`src/shared/bsc_defines.svh`:
```
// Constants for the control-packet interpreter of the copy engine.
// Included by the interpreter and its testbench; definitions only.
`ifndef BSC_DEFINES_SVH
`define BSC_DEFINES_SVH
`define BSC_TYPE_MSB 31
`define BSC_TYPE_LSB 29
`define BSC_TYPE_CTRL 3'h0
`define BSC_OP_MSB 28
`define BSC_OP_LSB 23
`define BSC_OP_STORE_IMM 6'h20
`define BSC_OP_STORE_IDX 6'h21
`define BSC_OP_FLUSH_HOLD 6'h0b
`define BSC_OP_TT_UPDATE 6'h23
`define BSC_OP_SW_INT 6'h02
`define BSC_GLOBAL_BIT 22
`define BSC_PROC_PAGE_BIT 21
`define BSC_HOLD_BIT 0
`define BSC_LEN_DWORD 8'h02
`define BSC_LEN_QWORD 8'h03
`define BSC_TT_LEN_MAX 6'h3d
`define BSC_IDX_MSB 11
`define BSC_IDX_LSB 2
`define BSC_ENTRY_MSB 31
`define BSC_ENTRY_LSB 12
`endif

```
`src/shared/bsc_pkg.sv`:
```
// Types for the control-packet interpreter.
// Assumes bsc_defines.svh sits on the include path.
package bsc_pkg;
  typedef enum logic [6:0] {
    BSC_IDLE = 7'h01,
    BSC_HDR1 = 7'h02,
    BSC_ADDR = 7'h04,
    BSC_DATA0 = 7'h08,
    BSC_DATA1 = 7'h10,
    BSC_TT_LO = 7'h20,
    BSC_TT_HI = 7'h40
  } bsc_state_t;
  typedef enum logic [1:0] {
    BSC_K_IMM = 2'h0,
    BSC_K_IDX = 2'h1,
    BSC_K_TT = 2'h2
  } bsc_kind_t;
endpackage : bsc_pkg

```
`src/rtl/bsc_hold_flag.sv`:
```
// Hold flag for register and I/O flushes.
// Assumes flush requests and the packet decode arrive on i_clk.
`timescale 1ns/1ps
module bsc_hold_flag
  import bsc_pkg::*;
(
  input wire logic i_clk,
  input wire logic i_rst,
  input wire logic i_load,
  input wire logic i_value,
  input wire logic i_reg_flush_req,
  input wire logic i_io_flush_req,
  output logic o_hold,
  output logic o_reg_flush,
  output logic o_io_flush
);
  typedef struct packed {
    logic hold;
    logic reg_flush;
    logic io_flush;
  } bsc_hold_t;
  bsc_hold_t s_reg;
  bsc_hold_t s_next;
  always_comb begin
    s_next = s_reg;
    if (i_load) begin
      s_next.hold = i_value;
    end
    s_next.reg_flush = i_reg_flush_req & ~s_reg.hold;
    s_next.io_flush = i_io_flush_req & ~s_reg.hold;
  end
  always_ff @(posedge i_clk) begin
    if (i_rst) begin
      s_reg <= '0;
    end else begin
      s_reg <= s_next;
    end
  end
  assign o_hold = s_reg.hold;
  assign o_reg_flush = s_reg.reg_flush;
  assign o_io_flush = s_reg.io_flush;
endmodule : bsc_hold_flag

```
`src/rtl/bsc_ctrl_cmd.sv`:
```
// Control-packet interpreter of the copy engine command stream.
// Assumes one dword per i_dw_valid from the command buffer and a write port that never stalls.
//
// The implementer's own choices: the strobed register port and the address map.
`timescale 1ns/1ps
`include "bsc_defines.svh"
module bsc_ctrl_cmd
  import bsc_pkg::*;
(
  input wire logic i_clk,
  input wire logic i_rst,
  input wire logic i_dw_valid,
  input wire logic [31:0] i_dw,
  input wire logic i_privileged,
  input wire logic [31:0] i_ctx_base,
  input wire logic i_reg_flush_req,
  input wire logic i_io_flush_req,
  output logic o_mem_wr,
  output logic [31:0] o_mem_addr,
  output logic [63:0] o_mem_data,
  output logic o_mem_qword,
  output logic o_mem_global,
  output logic o_mem_status,
  output logic o_mem_proc_page,
  output logic o_tt_wr,
  output logic [19:0] o_tt_index,
  output logic [31:0] o_tt_data,
  output logic o_user_int,
  output logic o_tt_error,
  output logic o_flush_hold,
  output logic o_reg_flush,
  output logic o_io_flush,
  output logic o_busy
);
  typedef struct packed {
    bsc_state_t state;
    bsc_kind_t kind;
    logic qword;
    logic global_sel;
    logic proc_page;
    logic [5:0] tt_left;
    logic tt_first;
    logic [31:0] tt_lo;
    logic mem_wr;
    logic [31:0] mem_addr;
    logic [63:0] mem_data;
    logic mem_qword;
    logic mem_global;
    logic mem_status;
    logic mem_proc_page;
    logic tt_wr;
    logic [19:0] tt_index;
    logic [31:0] tt_data;
    logic user_int;
    logic tt_error;
    logic busy;
    logic [31:0] st_addr;
    logic [31:0] st_lo;
  } bsc_core_t;
  bsc_core_t c_reg;
  bsc_core_t c_next;
  logic hold_load;
  logic hold_value;
  logic is_ctrl;
  logic [5:0] opcode;
  assign is_ctrl = i_dw[`BSC_TYPE_MSB:`BSC_TYPE_LSB] == `BSC_TYPE_CTRL;
  assign opcode = i_dw[`BSC_OP_MSB:`BSC_OP_LSB];
  always_comb begin
    c_next = c_reg;
    c_next.mem_wr = 1'b0;
    c_next.tt_wr = 1'b0;
    c_next.user_int = 1'b0;
    c_next.tt_error = 1'b0;
    hold_load = 1'b0;
    hold_value = 1'b0;
    if (i_dw_valid) begin
      unique case (c_reg.state)
        BSC_IDLE: begin
          if (is_ctrl) begin
            if (opcode == `BSC_OP_STORE_IMM) begin
              c_next.kind = BSC_K_IMM;
              c_next.qword = i_dw[7:0] == `BSC_LEN_QWORD;
              c_next.global_sel = i_dw[`BSC_GLOBAL_BIT] & i_privileged;
              c_next.proc_page = 1'b0;
              c_next.state = BSC_HDR1;
            end else if (opcode == `BSC_OP_STORE_IDX) begin
              c_next.kind = BSC_K_IDX;
              c_next.qword = i_dw[7:0] == `BSC_LEN_QWORD;
              c_next.proc_page = i_dw[`BSC_PROC_PAGE_BIT];
              c_next.global_sel = 1'b0;
              c_next.state = BSC_ADDR;
            end else if (opcode == `BSC_OP_FLUSH_HOLD) begin
              hold_load = 1'b1;
              hold_value = i_dw[`BSC_HOLD_BIT];
            end else if (opcode == `BSC_OP_TT_UPDATE) begin
              c_next.kind = BSC_K_TT;
              c_next.tt_left = (i_dw[5:0] > `BSC_TT_LEN_MAX) ? `BSC_TT_LEN_MAX : i_dw[5:0];
              c_next.tt_first = 1'b1;
              c_next.global_sel = i_privileged;
              c_next.tt_error = ~i_privileged;
              // The count holds the payload dwords still to come, less one, as the length field does.
              c_next.state = BSC_TT_LO;
            end else if (opcode == `BSC_OP_SW_INT) begin
              c_next.user_int = 1'b1;
            end
          end
        end
        BSC_HDR1: begin
          c_next.state = BSC_ADDR;
        end
        // Address and low dword wait in st_addr and st_lo, so the store outputs hold until the next write.
        BSC_ADDR: begin
          if (c_reg.kind == BSC_K_IDX) begin
            c_next.st_addr = {20'h00000, i_dw[`BSC_IDX_MSB:`BSC_IDX_LSB], 2'h0};
          end else begin
            c_next.st_addr = {i_dw[31:2], 2'h0};
          end
          c_next.state = BSC_DATA0;
        end
        BSC_DATA0: begin
          c_next.st_lo = i_dw;
          if (c_reg.qword) begin
            c_next.state = BSC_DATA1;
          end else begin
            c_next.state = BSC_IDLE;
            c_next.mem_wr = 1'b1;
            c_next.mem_data = {32'h00000000, i_dw};
          end
        end
        BSC_DATA1: begin
          c_next.mem_data = {i_dw, c_reg.st_lo};
          c_next.state = BSC_IDLE;
          c_next.mem_wr = 1'b1;
        end
        BSC_TT_LO: begin
          c_next.tt_lo = i_dw;
          if (c_reg.tt_left == 6'h00) begin
            // An odd closing dword has no partner and is dropped.
            c_next.state = BSC_IDLE;
          end else begin
            c_next.tt_left = c_reg.tt_left - 6'h01;
            c_next.state = BSC_TT_HI;
          end
        end
        BSC_TT_HI: begin
          c_next.tt_data = c_reg.tt_lo;
          if (c_reg.tt_first) begin
            c_next.tt_index = i_dw[`BSC_ENTRY_MSB:`BSC_ENTRY_LSB];
          end else begin
            c_next.tt_index = c_reg.tt_index + 20'h00001;
          end
          c_next.tt_first = 1'b0;
          c_next.tt_wr = c_reg.global_sel;
          if (c_reg.tt_left == 6'h00) begin
            c_next.state = BSC_IDLE;
          end else begin
            c_next.tt_left = c_reg.tt_left - 6'h01;
            c_next.state = BSC_TT_LO;
          end
        end
        default: begin
          c_next.state = BSC_IDLE;
        end
      endcase
    end
    if (c_next.mem_wr) begin
      c_next.mem_qword = c_reg.qword;
      c_next.mem_global = c_reg.global_sel;
      c_next.mem_status = c_reg.kind == BSC_K_IDX;
      c_next.mem_proc_page = c_reg.proc_page;
      c_next.mem_addr = c_reg.st_addr;
      if (c_reg.kind == BSC_K_IDX && c_reg.proc_page) begin
        c_next.mem_addr = c_reg.st_addr + i_ctx_base;
      end
    end
    c_next.busy = c_next.state != BSC_IDLE;
  end
  always_ff @(posedge i_clk) begin
    if (i_rst) begin
      c_reg <= '{state: BSC_IDLE, kind: BSC_K_IMM, default: '0};
    end else begin
      c_reg <= c_next;
    end
  end
  bsc_hold_flag u_hold (
    .i_clk(i_clk),
    .i_rst(i_rst),
    .i_load(hold_load),
    .i_value(hold_value),
    .i_reg_flush_req(i_reg_flush_req),
    .i_io_flush_req(i_io_flush_req),
    .o_hold(o_flush_hold),
    .o_reg_flush(o_reg_flush),
    .o_io_flush(o_io_flush)
  );
  assign o_mem_wr = c_reg.mem_wr;
  assign o_mem_addr = c_reg.mem_addr;
  assign o_mem_data = c_reg.mem_data;
  assign o_mem_qword = c_reg.mem_qword;
  assign o_mem_global = c_reg.mem_global;
  assign o_mem_status = c_reg.mem_status;
  assign o_mem_proc_page = c_reg.mem_proc_page;
  assign o_tt_wr = c_reg.tt_wr;
  assign o_tt_index = c_reg.tt_index;
  assign o_tt_data = c_reg.tt_data;
  assign o_user_int = c_reg.user_int;
  assign o_tt_error = c_reg.tt_error;
  assign o_busy = c_reg.busy;
endmodule : bsc_ctrl_cmd

```
`config.mk`:
```
export PLATFORM = sky130hd
export DESIGN_NAME = bsc_ctrl_cmd
export DESIGN_NICKNAME = d
export VERILOG_FILES = /design/src/shared/bsc_pkg.sv /design/src/rtl/bsc_hold_flag.sv /design/src/rtl/bsc_ctrl_cmd.sv
export VERILOG_INCLUDE_DIRS = /design/src /design/src/shared
export SDC_FILE = /design/constraint.sdc
export NUM_CORES = 1
export LEC_CHECK = 0
export ABC_AREA = 1
export BUFFER_PORTS_ARGS = -buffer_cell sky130_fd_sc_hd__buf_2
export CAP_MARGIN = 20
export CORE_MARGIN = 1.5
export CORE_UTILIZATION = 60
export DETAILED_ROUTE_END_ITERATION = 8
export MAX_ROUTING_LAYER = met4
export PLACE_DENSITY = 0.9
export SLEW_MARGIN = 20
export SYNTH_ARGS = -nofsm -noshare
export SYNTH_HDL_FRONTEND = slang
export SYNTH_SLANG_ARGS = --single-unit
```
`constraint.sdc`:
```
create_clock -name i_clk -period 4.5 [get_ports i_clk]
set_input_delay 0.45 -clock i_clk [delete_from_list [all_inputs] [get_ports i_clk]]
set_output_delay 0.45 -clock i_clk [all_outputs]
set_load 0.02 [all_outputs]
```
* Word-level counts from Yosys, hierarchy flattened
Index checks and enable logic that the tools add are counted.
** Word-level totals
- Bits in registers :: 275
- Input port bits :: 70
- Logic and storage cells :: 129
- Output and inout port bits :: 160
** Operators by class
- Bitwise gates (word level) :: 10
- Eq/ne operators :: 23
- Add/subtract/negate cells :: 3
- Multiplexer cells :: 45
- Magnitude comparators :: 1
- Reductions and logical operators :: 21
** Operator list (number)
- one-hot mux 64 bit (2 select lines) :: 1
- two-way mux 32 bit :: 3
- two-way mux 64 bit :: 1
- two-way mux 52 bit :: 1
- one-hot mux 7 bit (6 select lines) :: 1
- two-way mux 7 bit :: 5
- adder 32 bit :: 1
- two-way mux 9 bit :: 3
- adder 20 x 1 -> 20 bit, second input constant :: 1
- two-way mux 20 bit :: 1
- two-way mux 1 bit :: 19
- two-way mux 19 bit :: 1
- equality test 6 bit, second input constant :: 3
- two-way mux 6 bit :: 3
- OR reduction 8 bit :: 2
- inequality test 2 bit, second input constant :: 7
- two-way mux 12 bit :: 1
- one-hot mux 6 bit (2 select lines) :: 1
- two-way mux 5 bit :: 2
- equality test 8 x 2 -> 1 bit, second input constant :: 1
- AND reduction 2 bit :: 4
- AND reduction 8 bit :: 1
- nonzero test 2 bit :: 4
- equality test 7 x 1 -> 1 bit, second input constant :: 1
- 26 further kinds :: 35

* Logic depth before layout (Yosys ltp)
Gate-level depths: netlist (run 1).
- Depth in word-level cells :: 10
- Mapped depth :: 15
- Gate-level depth less buffers :: 15

* By module
Synthesis (run 1) repeated with hierarchy kept, for this count alone.
** Second synthesis, totals
- Cell total of the unflattened synthesis :: 2069
- Area, all modules :: 14395.1 um^2
** Modules (own cells, without submodules)
- bsc_ctrl_cmd :: sequential area each 5405.2 um^2, instances 1, cells each 2058, area each 14297.5 um^2
- bsc_hold_flag :: sequential area each 60.1 um^2, instances 1, cells each 11, area each 97.6 um^2

* Least setup slack after synthesis (run 1)
No wires, ideal clock.
- Kind :: input to register
- From :: input i_ctx_base[2]
- To :: register c_reg, in the netlist o_mem_addr[22]
- Library setup time :: 0.132 ns
- Stages on the path :: 12
- Path buffers :: 0
- Data required time :: 4.368 ns
- Setup slack :: 2.508 ns
- Arrival :: 1.860 ns
- Path through :: ha_1 fa_1 nand3_1 nand3_1 nand3_1 nand3_1 nand3_1 nand2_1 nand2_1 nand3_1 nand2_1 a21oi_1
** On the way
- Longest elaborated chain between the ends :: 2
** Ends and longest elaborated chain
- from (decl) :: RTL line bsc_ctrl_cmd.sv:15 : input wire logic [31:0] i_ctx_base,
- adder 32 bit :: RTL line bsc_ctrl_cmd.sv:173 : c_next.mem_addr = c_reg.st_addr + i_ctx_base;
- two-way mux 32 bit :: RTL line bsc_ctrl_cmd.sv:172 : if (c_reg.kind == BSC_K_IDX && c_reg.proc_page) begin
- to (signal assigned) :: RTL line bsc_ctrl_cmd.sv:182 : c_reg <= c_next;
- to (decl) :: RTL line bsc_ctrl_cmd.sv:60 : bsc_core_t c_reg;
Every way passes these cells.
A chain may end at the register's enable or synchronous reset.

* Worst setup path in the final report (run 1)
- From :: register c_reg[269] (netlist bit)
- To :: register c_reg, in the netlist o_mem_data[14]
** On the way
- Longest elaborated chain between the ends :: 3
- Elaborated cells on any way between the ends :: 6
- Classes of those cells :: eq/ne: 3; mux: 1; reduce/logical: 2
** Ends and longest elaborated chain
- equality test 7 x 4 -> 1 bit or equality test 7 x 5 -> 1 bit (tied branches) :: RTL line bsc_ctrl_cmd.sv:77 : unique case (c_reg.state)
- inequality test 2 bit (no source line) or nonzero test 2 bit (tied branches)
- AND reduction 3 bit (no source line)
Parallel ways exist; a longest one is shown, timed or not.

==> metrics.md, run 1 <==
| Metric | Value |
|---|---|
| Die X | `157 um` |
| Post-route cell area | `15200 um^2` |
| Crit Path Class | `flip-flop to flip-flop` |
| CP Data Required Time | `4950 ps` |
| # rows | `56` |
| Cell-internal power | `3.84 mW` |
| Filler cells | `2094` |
| Post-route worst setup slack | `1120 ps` |
| Cts bufs inserted | `28` |
| DR pass1 iterations | `6` |
| Post-route setup TNS | `0 ps` |
| Cell Area, Placed | `14300 um^2` |
| Psw | `1.12 mW` |
| CTS tree | `built` |
| Clock share of power | `46.6%` |
| Maximum VDD drop | `0.000246 V` |
| Initial antenna violation count | `1` |
| Clock Sinks | `273` |
| Clk Tree Root Cell | `clkbuf_16` |
| Via count | `13500` |
| Pre-CTS WS | `1250 ps` |
| CP Launch Type | `flip-flop` |
| Area share of the leading cell type in the synthesized netlist | `38.3%` |
| IO Port Bufs | `229` |
| Post-synth EDFFs | `0` |
| Post-CTS Resized | `0` |
| Footprint of the multi-input gates | `6450 um^2` |
| Synth Net Count | `2139` |
| Die Ht | `157 um` |
| Max cap viols | `0` |
| Setup crit end kind | `flip-flop` |
| Post-Syn Instances | `2037` |
| RSZ-0062 raised after global routing | `false` |
| Boundary Pins | `230` |
| Fin crit period | `3380 ps` |
| Core area | `23400 um^2` |
| Global-route wire length before repair | `61500 um` |
| Largest net degree at the start of global routing | `124` |
| Starting Density | `61.0%` |
| Switching Share | `22.5%` |
| Clk slew on worst S/H paths | `60 ps` |
| Wire per inst | `16.7 um` |
| Yosys synthesis warning count | `0` |
| CP arrival | `3830 ps` |
| Largest register FFs | `113` |
| Async set-or-reset flop fraction in the synthesized netlist | `0%` |
| Drt via density | `5.65` |
| Crit Path Max Fanout | `92` |
| # setup viols final | `0` |
| Logic pwr share | `4.7%` |
| WL final | `39800 um` |
| Power per cell area | `326 nW/um^2` |
| Post-DP HPWL | `28100 um` |
| Tcrit/Tclk final | `75.2%` |
| H-tree lvl count | `1` |
| Residual DRC | `0` |
| Gpl congestion | `1.01` |
| Die area | `24700 um^2` |
| Syn avg cell area | `7.01 um^2` |
| Final Skew | `11.5 ps` |
| Fmax | `296 MHz` |
| Total GRT Usage | `32.0%` |
| Net count, final | `2156` |
| Clock Tree Buf Depth | `3` |
| Headroom to the max-slew limit | `37.2%` |
| Synth Flop Type | `dfxtp_1` |
| Sequential Power Share | `48.7%` |
| Final Hold Vio Count | `0` |
| Netlist cell types | `45` |
| Sequential cell area | `5470 um^2` |
| Layout area overhead | `6.77%` |
| Vias in the first global route | `12200` |
| Top post-synthesis cells by area | `dfxtp_1 38%, nand2_1 11%, a21oi_1 8.8%, buf_4 7.8%, o21ai_0 6.3%` |
| Pins over their slew limit | `0` |
| Post-route antenna net violation count | `0` |
| Post-synthesis sequential area ratio | `38.3%` |
| Min-delay worst type | `input port to flip-flop` |
| Slew at the pin with the worst max-slew slack | `941 ps` |
| Global route overflow | `0` |
| Cell Area, Synth | `14300 um^2` |
| Clock Latency Late Sink | `530 ps` |
| Initial DRC count | `1359` |
| Postcts setup bufs | `0` |
| Cts hold-fix bufs | `0` |
| Leak pwr | `6.96 nW` |
| Area leader, netlist | `dfxtp_1` |
| Power Total | `4.96 mW` |
| Status | `complete, no violations` |
| Yosys reg bits | `273` |
| Layout cells sized above 1 | `15.2%` |
## through the flow
stage	std cells	hold WS [ps]	utilization [%]
after global placement	2343	453	61.2
final	2392	139	65.1
after floorplan	2037	441	-
after detailed placement	2343	455	61.2
after global routing	2392	145	65.1
after CTS	2391	131	65.1
## cell families after synthesis
family                     share of synthesized area, %
AOI/OAI and AO/OA                                  19.3
xor gates and xnor gates                           1.17
adders and majority gates                          2.86
buffers and inverters                              16.6
DFF                                                38.3
and+or+nand+nor                                    21.8
## cells in the mapped netlist, types with 2 or more instances
cell type  count
inv_1        191
ha_1          31
a21oi_2        2
nor4_1         2
a221oi_1       3
nor2_4         4
nor2_2         3
o211ai_1       5
nand3_2        2
nand2_1      408
o21ai_1       22
xnor2_1        5
nand4_1       13
a31oi_1       36
a211oi_1      12
clkinv_1       3
buf_2         24
nand3_1      106
buf_6         10
nand3b_1      15
o21bai_1       4
nor3_1        21
inv_2          8
nand2_2        4
nor2_1       153
xor2_1        14
buf_1          7
clkbuf_1      62
a21oi_1      251
o21ai_0      179
or2_2          3
dfxtp_1      273
buf_4        149
## layer usage
metal | vias up | wire length, um | GRT usage [%]
li1 | 6573 | - | -
met5 | - | 0 | -
met3 | 142 | 3350 | 3.88
met2 | 642 | 17800 | 50.0
met1 | 6164 | 16800 | 41.3
met4 | 0 | 1960 | 15.5
## power by group through the flow
| stage | registers [mW] | clock network, mW | logic, mW |
|---|---|---|---|
| 2_1_floorplan | 2.47 | 0 | 0.119 |
| 3_3_place_gp | 2.47 | 0 | 0.221 |
| 3_5_place_dp | 2.47 | 0 | 0.223 |
| 4_1_cts | 2.42 | 2.32 | 0.224 |
| 5_1_grt | 2.42 | 2.43 | 0.249 |
| 6_report | 2.42 | 2.31 | 0.232 |
## critical path: stages, from the launching register on
cell,delay [ps]
dfxtp_1,350
inv_1,70
nor3_1,190
nand3_2,620
nand2_2,300
nand2_4,450
clkinv_2,160
buf_4,690
o21ai_0,230
a31oi_1,200
## final cells by class
class | count | share of cell area [%]
Antenna cell | 1 | 0.0164
Clock buffer | 42 | 5.61
Clock inverter | 6 | 0.443
Inverter | 202 | 5.00
Multi-Input combinational cell | 1310 | 42.3
Sequential cell | 273 | 35.9
Tap cell | 319 | 2.62
Timing Repair Buffer | 239 | 8.11
## layout by cell type (no fill, tap or decap), types with 15 or more instances in the layout
| master | n |
|---|---|
| nand3_1 | 106 |
| buf_2 | 228 |
| nor2_1 | 152 |
| nor3_1 | 20 |
| nand2_1 | 408 |
| clkbuf_16 | 29 |
| inv_1 | 191 |
| dfxtp_1 | 273 |
| o21ai_0 | 179 |
| a21oi_1 | 251 |
| nand3b_1 | 15 |
| o21ai_1 | 22 |
| a31oi_1 | 36 |
| ha_1 | 31 |
## worst paths after layout
path | from | to | slack, ps | cells after the start
worst max register to register | c_reg[269] | o_mem_data[14] | 1120 | 9
worst min register to register | o_mem_addr[28] | o_mem_addr[28] | 460 | 2
worst max-delay path | c_reg[269] | o_mem_data[14] | 1120 | 9
worst min-delay path | i_reg_flush_req | u_hold.o_reg_flush | 140 | 3
(Power assumes the default switching activity.)
==> run 2: changes to the inputs <==
- CORE_UTILIZATION: 60 -> 57
- PLACE_DENSITY: 0.9 -> 0.86
- clock period: 4.5 -> 3.3 ns (I/O delays scaled with it)
==> run 2 against run 1 <==
Maximum frequency increased by 47%. Largest cell class unchanged. Sequential cell count did not move. Clock power increased by 48%.
==> metrics.md, run 2 (synthesis results as in run 1) <==
| Metric | Value |
|---|---|
| Initial DRC count | `1477 (+8.7%)` |
| CTS tree | `built` |
| Fmax | `436 MHz (+47%)` |
| Post-route setup TNS | `0 ps (unchanged)` |
| Cts bufs inserted | `29 (+3.6%)` |
| Min-delay worst type | `input port to flip-flop` |
| ANT cells | `0 (-1)` |
| Maximum VDD drop | `0.000432 V (+75%)` |
| Cell Area, Placed | `14400 um^2 (+0.60%)` |
| Layout cells sized above 1 | `15.7% (+0.46 points)` |
| Clk Tree Root Cell | `clkbuf_16` |
| Sequential cell area | `5470 um^2 (unchanged)` |
| Global route overflow | `0 (unchanged)` |
| Power per cell area | `457 nW/um^2 (+40%)` |
| Die area | `26000 um^2 (+5.2%)` |
| Min-Delay Startpoint | `i_io_flush_req` |
| Post-route cell area | `15400 um^2 (+1.2%)` |
| Vias in the first global route | `12300 (+0.28%)` |
| Via count | `13500 (-0.33%)` |
| Final Hold Vio Count | `0 (unchanged)` |
| Footprint of the multi-input gates | `6450 um^2 (unchanged)` |
| Filler cells | `2232 (+6.6%)` |
| Largest register FFs | `113 (unchanged)` |
| Largest net degree at the start of global routing | `121 (-2.4%)` |
| Boundary Pins | `230 (unchanged)` |
| Drt via density | `5.59 (-1.2%)` |
| Residual DRC | `0 (unchanged)` |
| Initial antenna violation count | `0 (-1)` |
| DR pass1 iterations | `6 (unchanged)` |
| Leak pwr | `7.06 nW (+1.4%)` |
| Max cap viols | `0 (unchanged)` |
| Power Total | `7.05 mW (+42%)` |
| Slew at the pin with the worst max-slew slack | `792 ps (-149 ps)` |
| Flop2flop setup slack | `1000 ps (-110 ps)` |
| # setup viols final | `0 (unchanged)` |
| Most common cell after layout, fill and taps aside | `nand2_1` |
| Post-CTS Resized | `0 (unchanged)` |
| Clock Latency Late Sink | `560 ps (+30 ps)` |
| Critical R2R Launch | `c_reg[269]` |
| Tcrit/Tclk final | `69.6% (-5.6 points)` |
| Starting Density | `58.3% (-2.6 points)` |
| Wire per inst | `17.0 um (+2.1%)` |
| Hold EP | `u_hold.o_io_flush` |
| Total GRT Usage | `31.3% (-0.74 points)` |
| Status | `complete, no violations` |
| Die Ht | `161 um (+2.5%)` |
| Layout area overhead | `8.04%` |
| Net count, final | `2167 (+0.51%)` |
| Gpl congestion | `1.02 (+1.6%)` |
| # rows | `57 (+1.8%)` |
| Die X | `161 um (+2.5%)` |
| Setup crit end kind | `flip-flop` |
| Clock Sinks | `273 (unchanged)` |
| H-tree lvl count | `1 (unchanged)` |
| Clk slew on worst S/H paths | `60 ps (about the same)` |
| Headroom to the max-slew limit | `47.2% (+10 points)` |
| Layout Cells excl Fill | `2412 (+0.84%)` |
| Most frequent cells in the layout | `408 x nand2_1, 273 x dfxtp_1, 251 x a21oi_1` |
| CP arrival | `2770 ps (-1060 ps)` |
| Fin Hold WS | `31.4 ps (-108 ps)` |
| Postcts setup bufs | `0 (unchanged)` |
| Clock Tree Buf Depth | `3 (unchanged)` |
| Fin crit period | `2300 ps (-1090 ps)` |
| Global-route wire length before repair | `63500 um (+3.1%)` |
| Crit Path Class | `flip-flop to flip-flop` |
| Reg2reg path depth | `9 (unchanged)` |
| CP Launch Type | `flip-flop` |
| IO Port Bufs | `229 (unchanged)` |
| RR Endpoint | `o_mem_data[13]` |
| Post-DP HPWL | `29000 um (+3.3%)` |
| Pins over their slew limit | `0 (unchanged)` |
| Hold Path Depth | `3 (unchanged)` |
| RSZ-0062 raised after global routing | `false` |
| CP Data Required Time | `3780 ps (-1170 ps)` |
| Final Skew | `10.9 ps (-0.621 ps)` |
| Crit Path Max Fanout | `59 (-36%)` |
| Dpl cells | `2357 (+0.60%)` |
| Core area | `24500 um^2 (+4.5%)` |
| WL final | `41000 um (+2.9%)` |
| Post-route antenna net violation count | `0 (unchanged)` |
## run 2: worst max-delay path by stage
stage | start | to | slack, ps
final | c_reg[269] | o_mem_data[13] | 1000
after global routing | c_reg[269] | o_mem_data[13] | 810
after CTS | c_reg[269] | o_mem_data[13] | 1000
after detailed placement | i_ctx_base[2] | o_mem_addr[22] | 990
after global placement | i_ctx_base[2] | o_mem_addr[22] | 1010
after floorplan | i_ctx_base[2] | o_mem_addr[22] | 1430
## run 2: layout make-up
type	count	share of cell area, %
multi-input combinational	1310	41.8
sequential	273	35.4
timing repair buffer	249	8.60
clock buffer	42	5.35
inverter	202	4.93
tap	324	2.63
clock inverter	12	1.21
## run 2: metal layers
| metal | global-route usage (%) | vias to the layer above | part of all wire, % |
|---|---|---|---|
| met3 | 4.39 | 120 | 6.9 |
| li1 | - | 6616 | - |
| met2 | 49.4 | 561 | 45 |
| met1 | 40.3 | 6179 | 44 |
| met5 | - | - | 0 |
| met4 | 13.3 | 0 | 4.3 |
## run 2: critical path, stage by stage (launching register included)
cell and delay, ps:
dfxtp_1 340, inv_1 60, nor3_1 190, nand3_2 350, nand2_2 210, nand2_4 60, clkinv_2 350, buf_12 300
o21ai_0 140, a31oi_1 200
## run 2: where the power goes
| part | switching (mW) | leakage [nW] | internal (mW) |
|---|---|---|---|
| registers | 0.000526 | 2.20 | 3.30 |
| clock network | 1.37 | 0.497 | 2.06 |
| logic | 0.231 | 4.36 | 0.0866 |
## run 2: timing repair
| item | 4_1_cts | 5_1_grt |
|---|---|---|
| hold endpoints to repair | 1 | 0 |
| endpoints found under the setup margin | 0 | 0 |
| hold buffers | 1 | 0 |
## run 2: through the flow
stage	utilization (%)	setup slack, ps
after floorplan	-	1430
after global placement	58.9	1010
after detailed placement	58.9	986
after CTS	63.0	1000
after global routing	63.0	810
final	63.0	1000
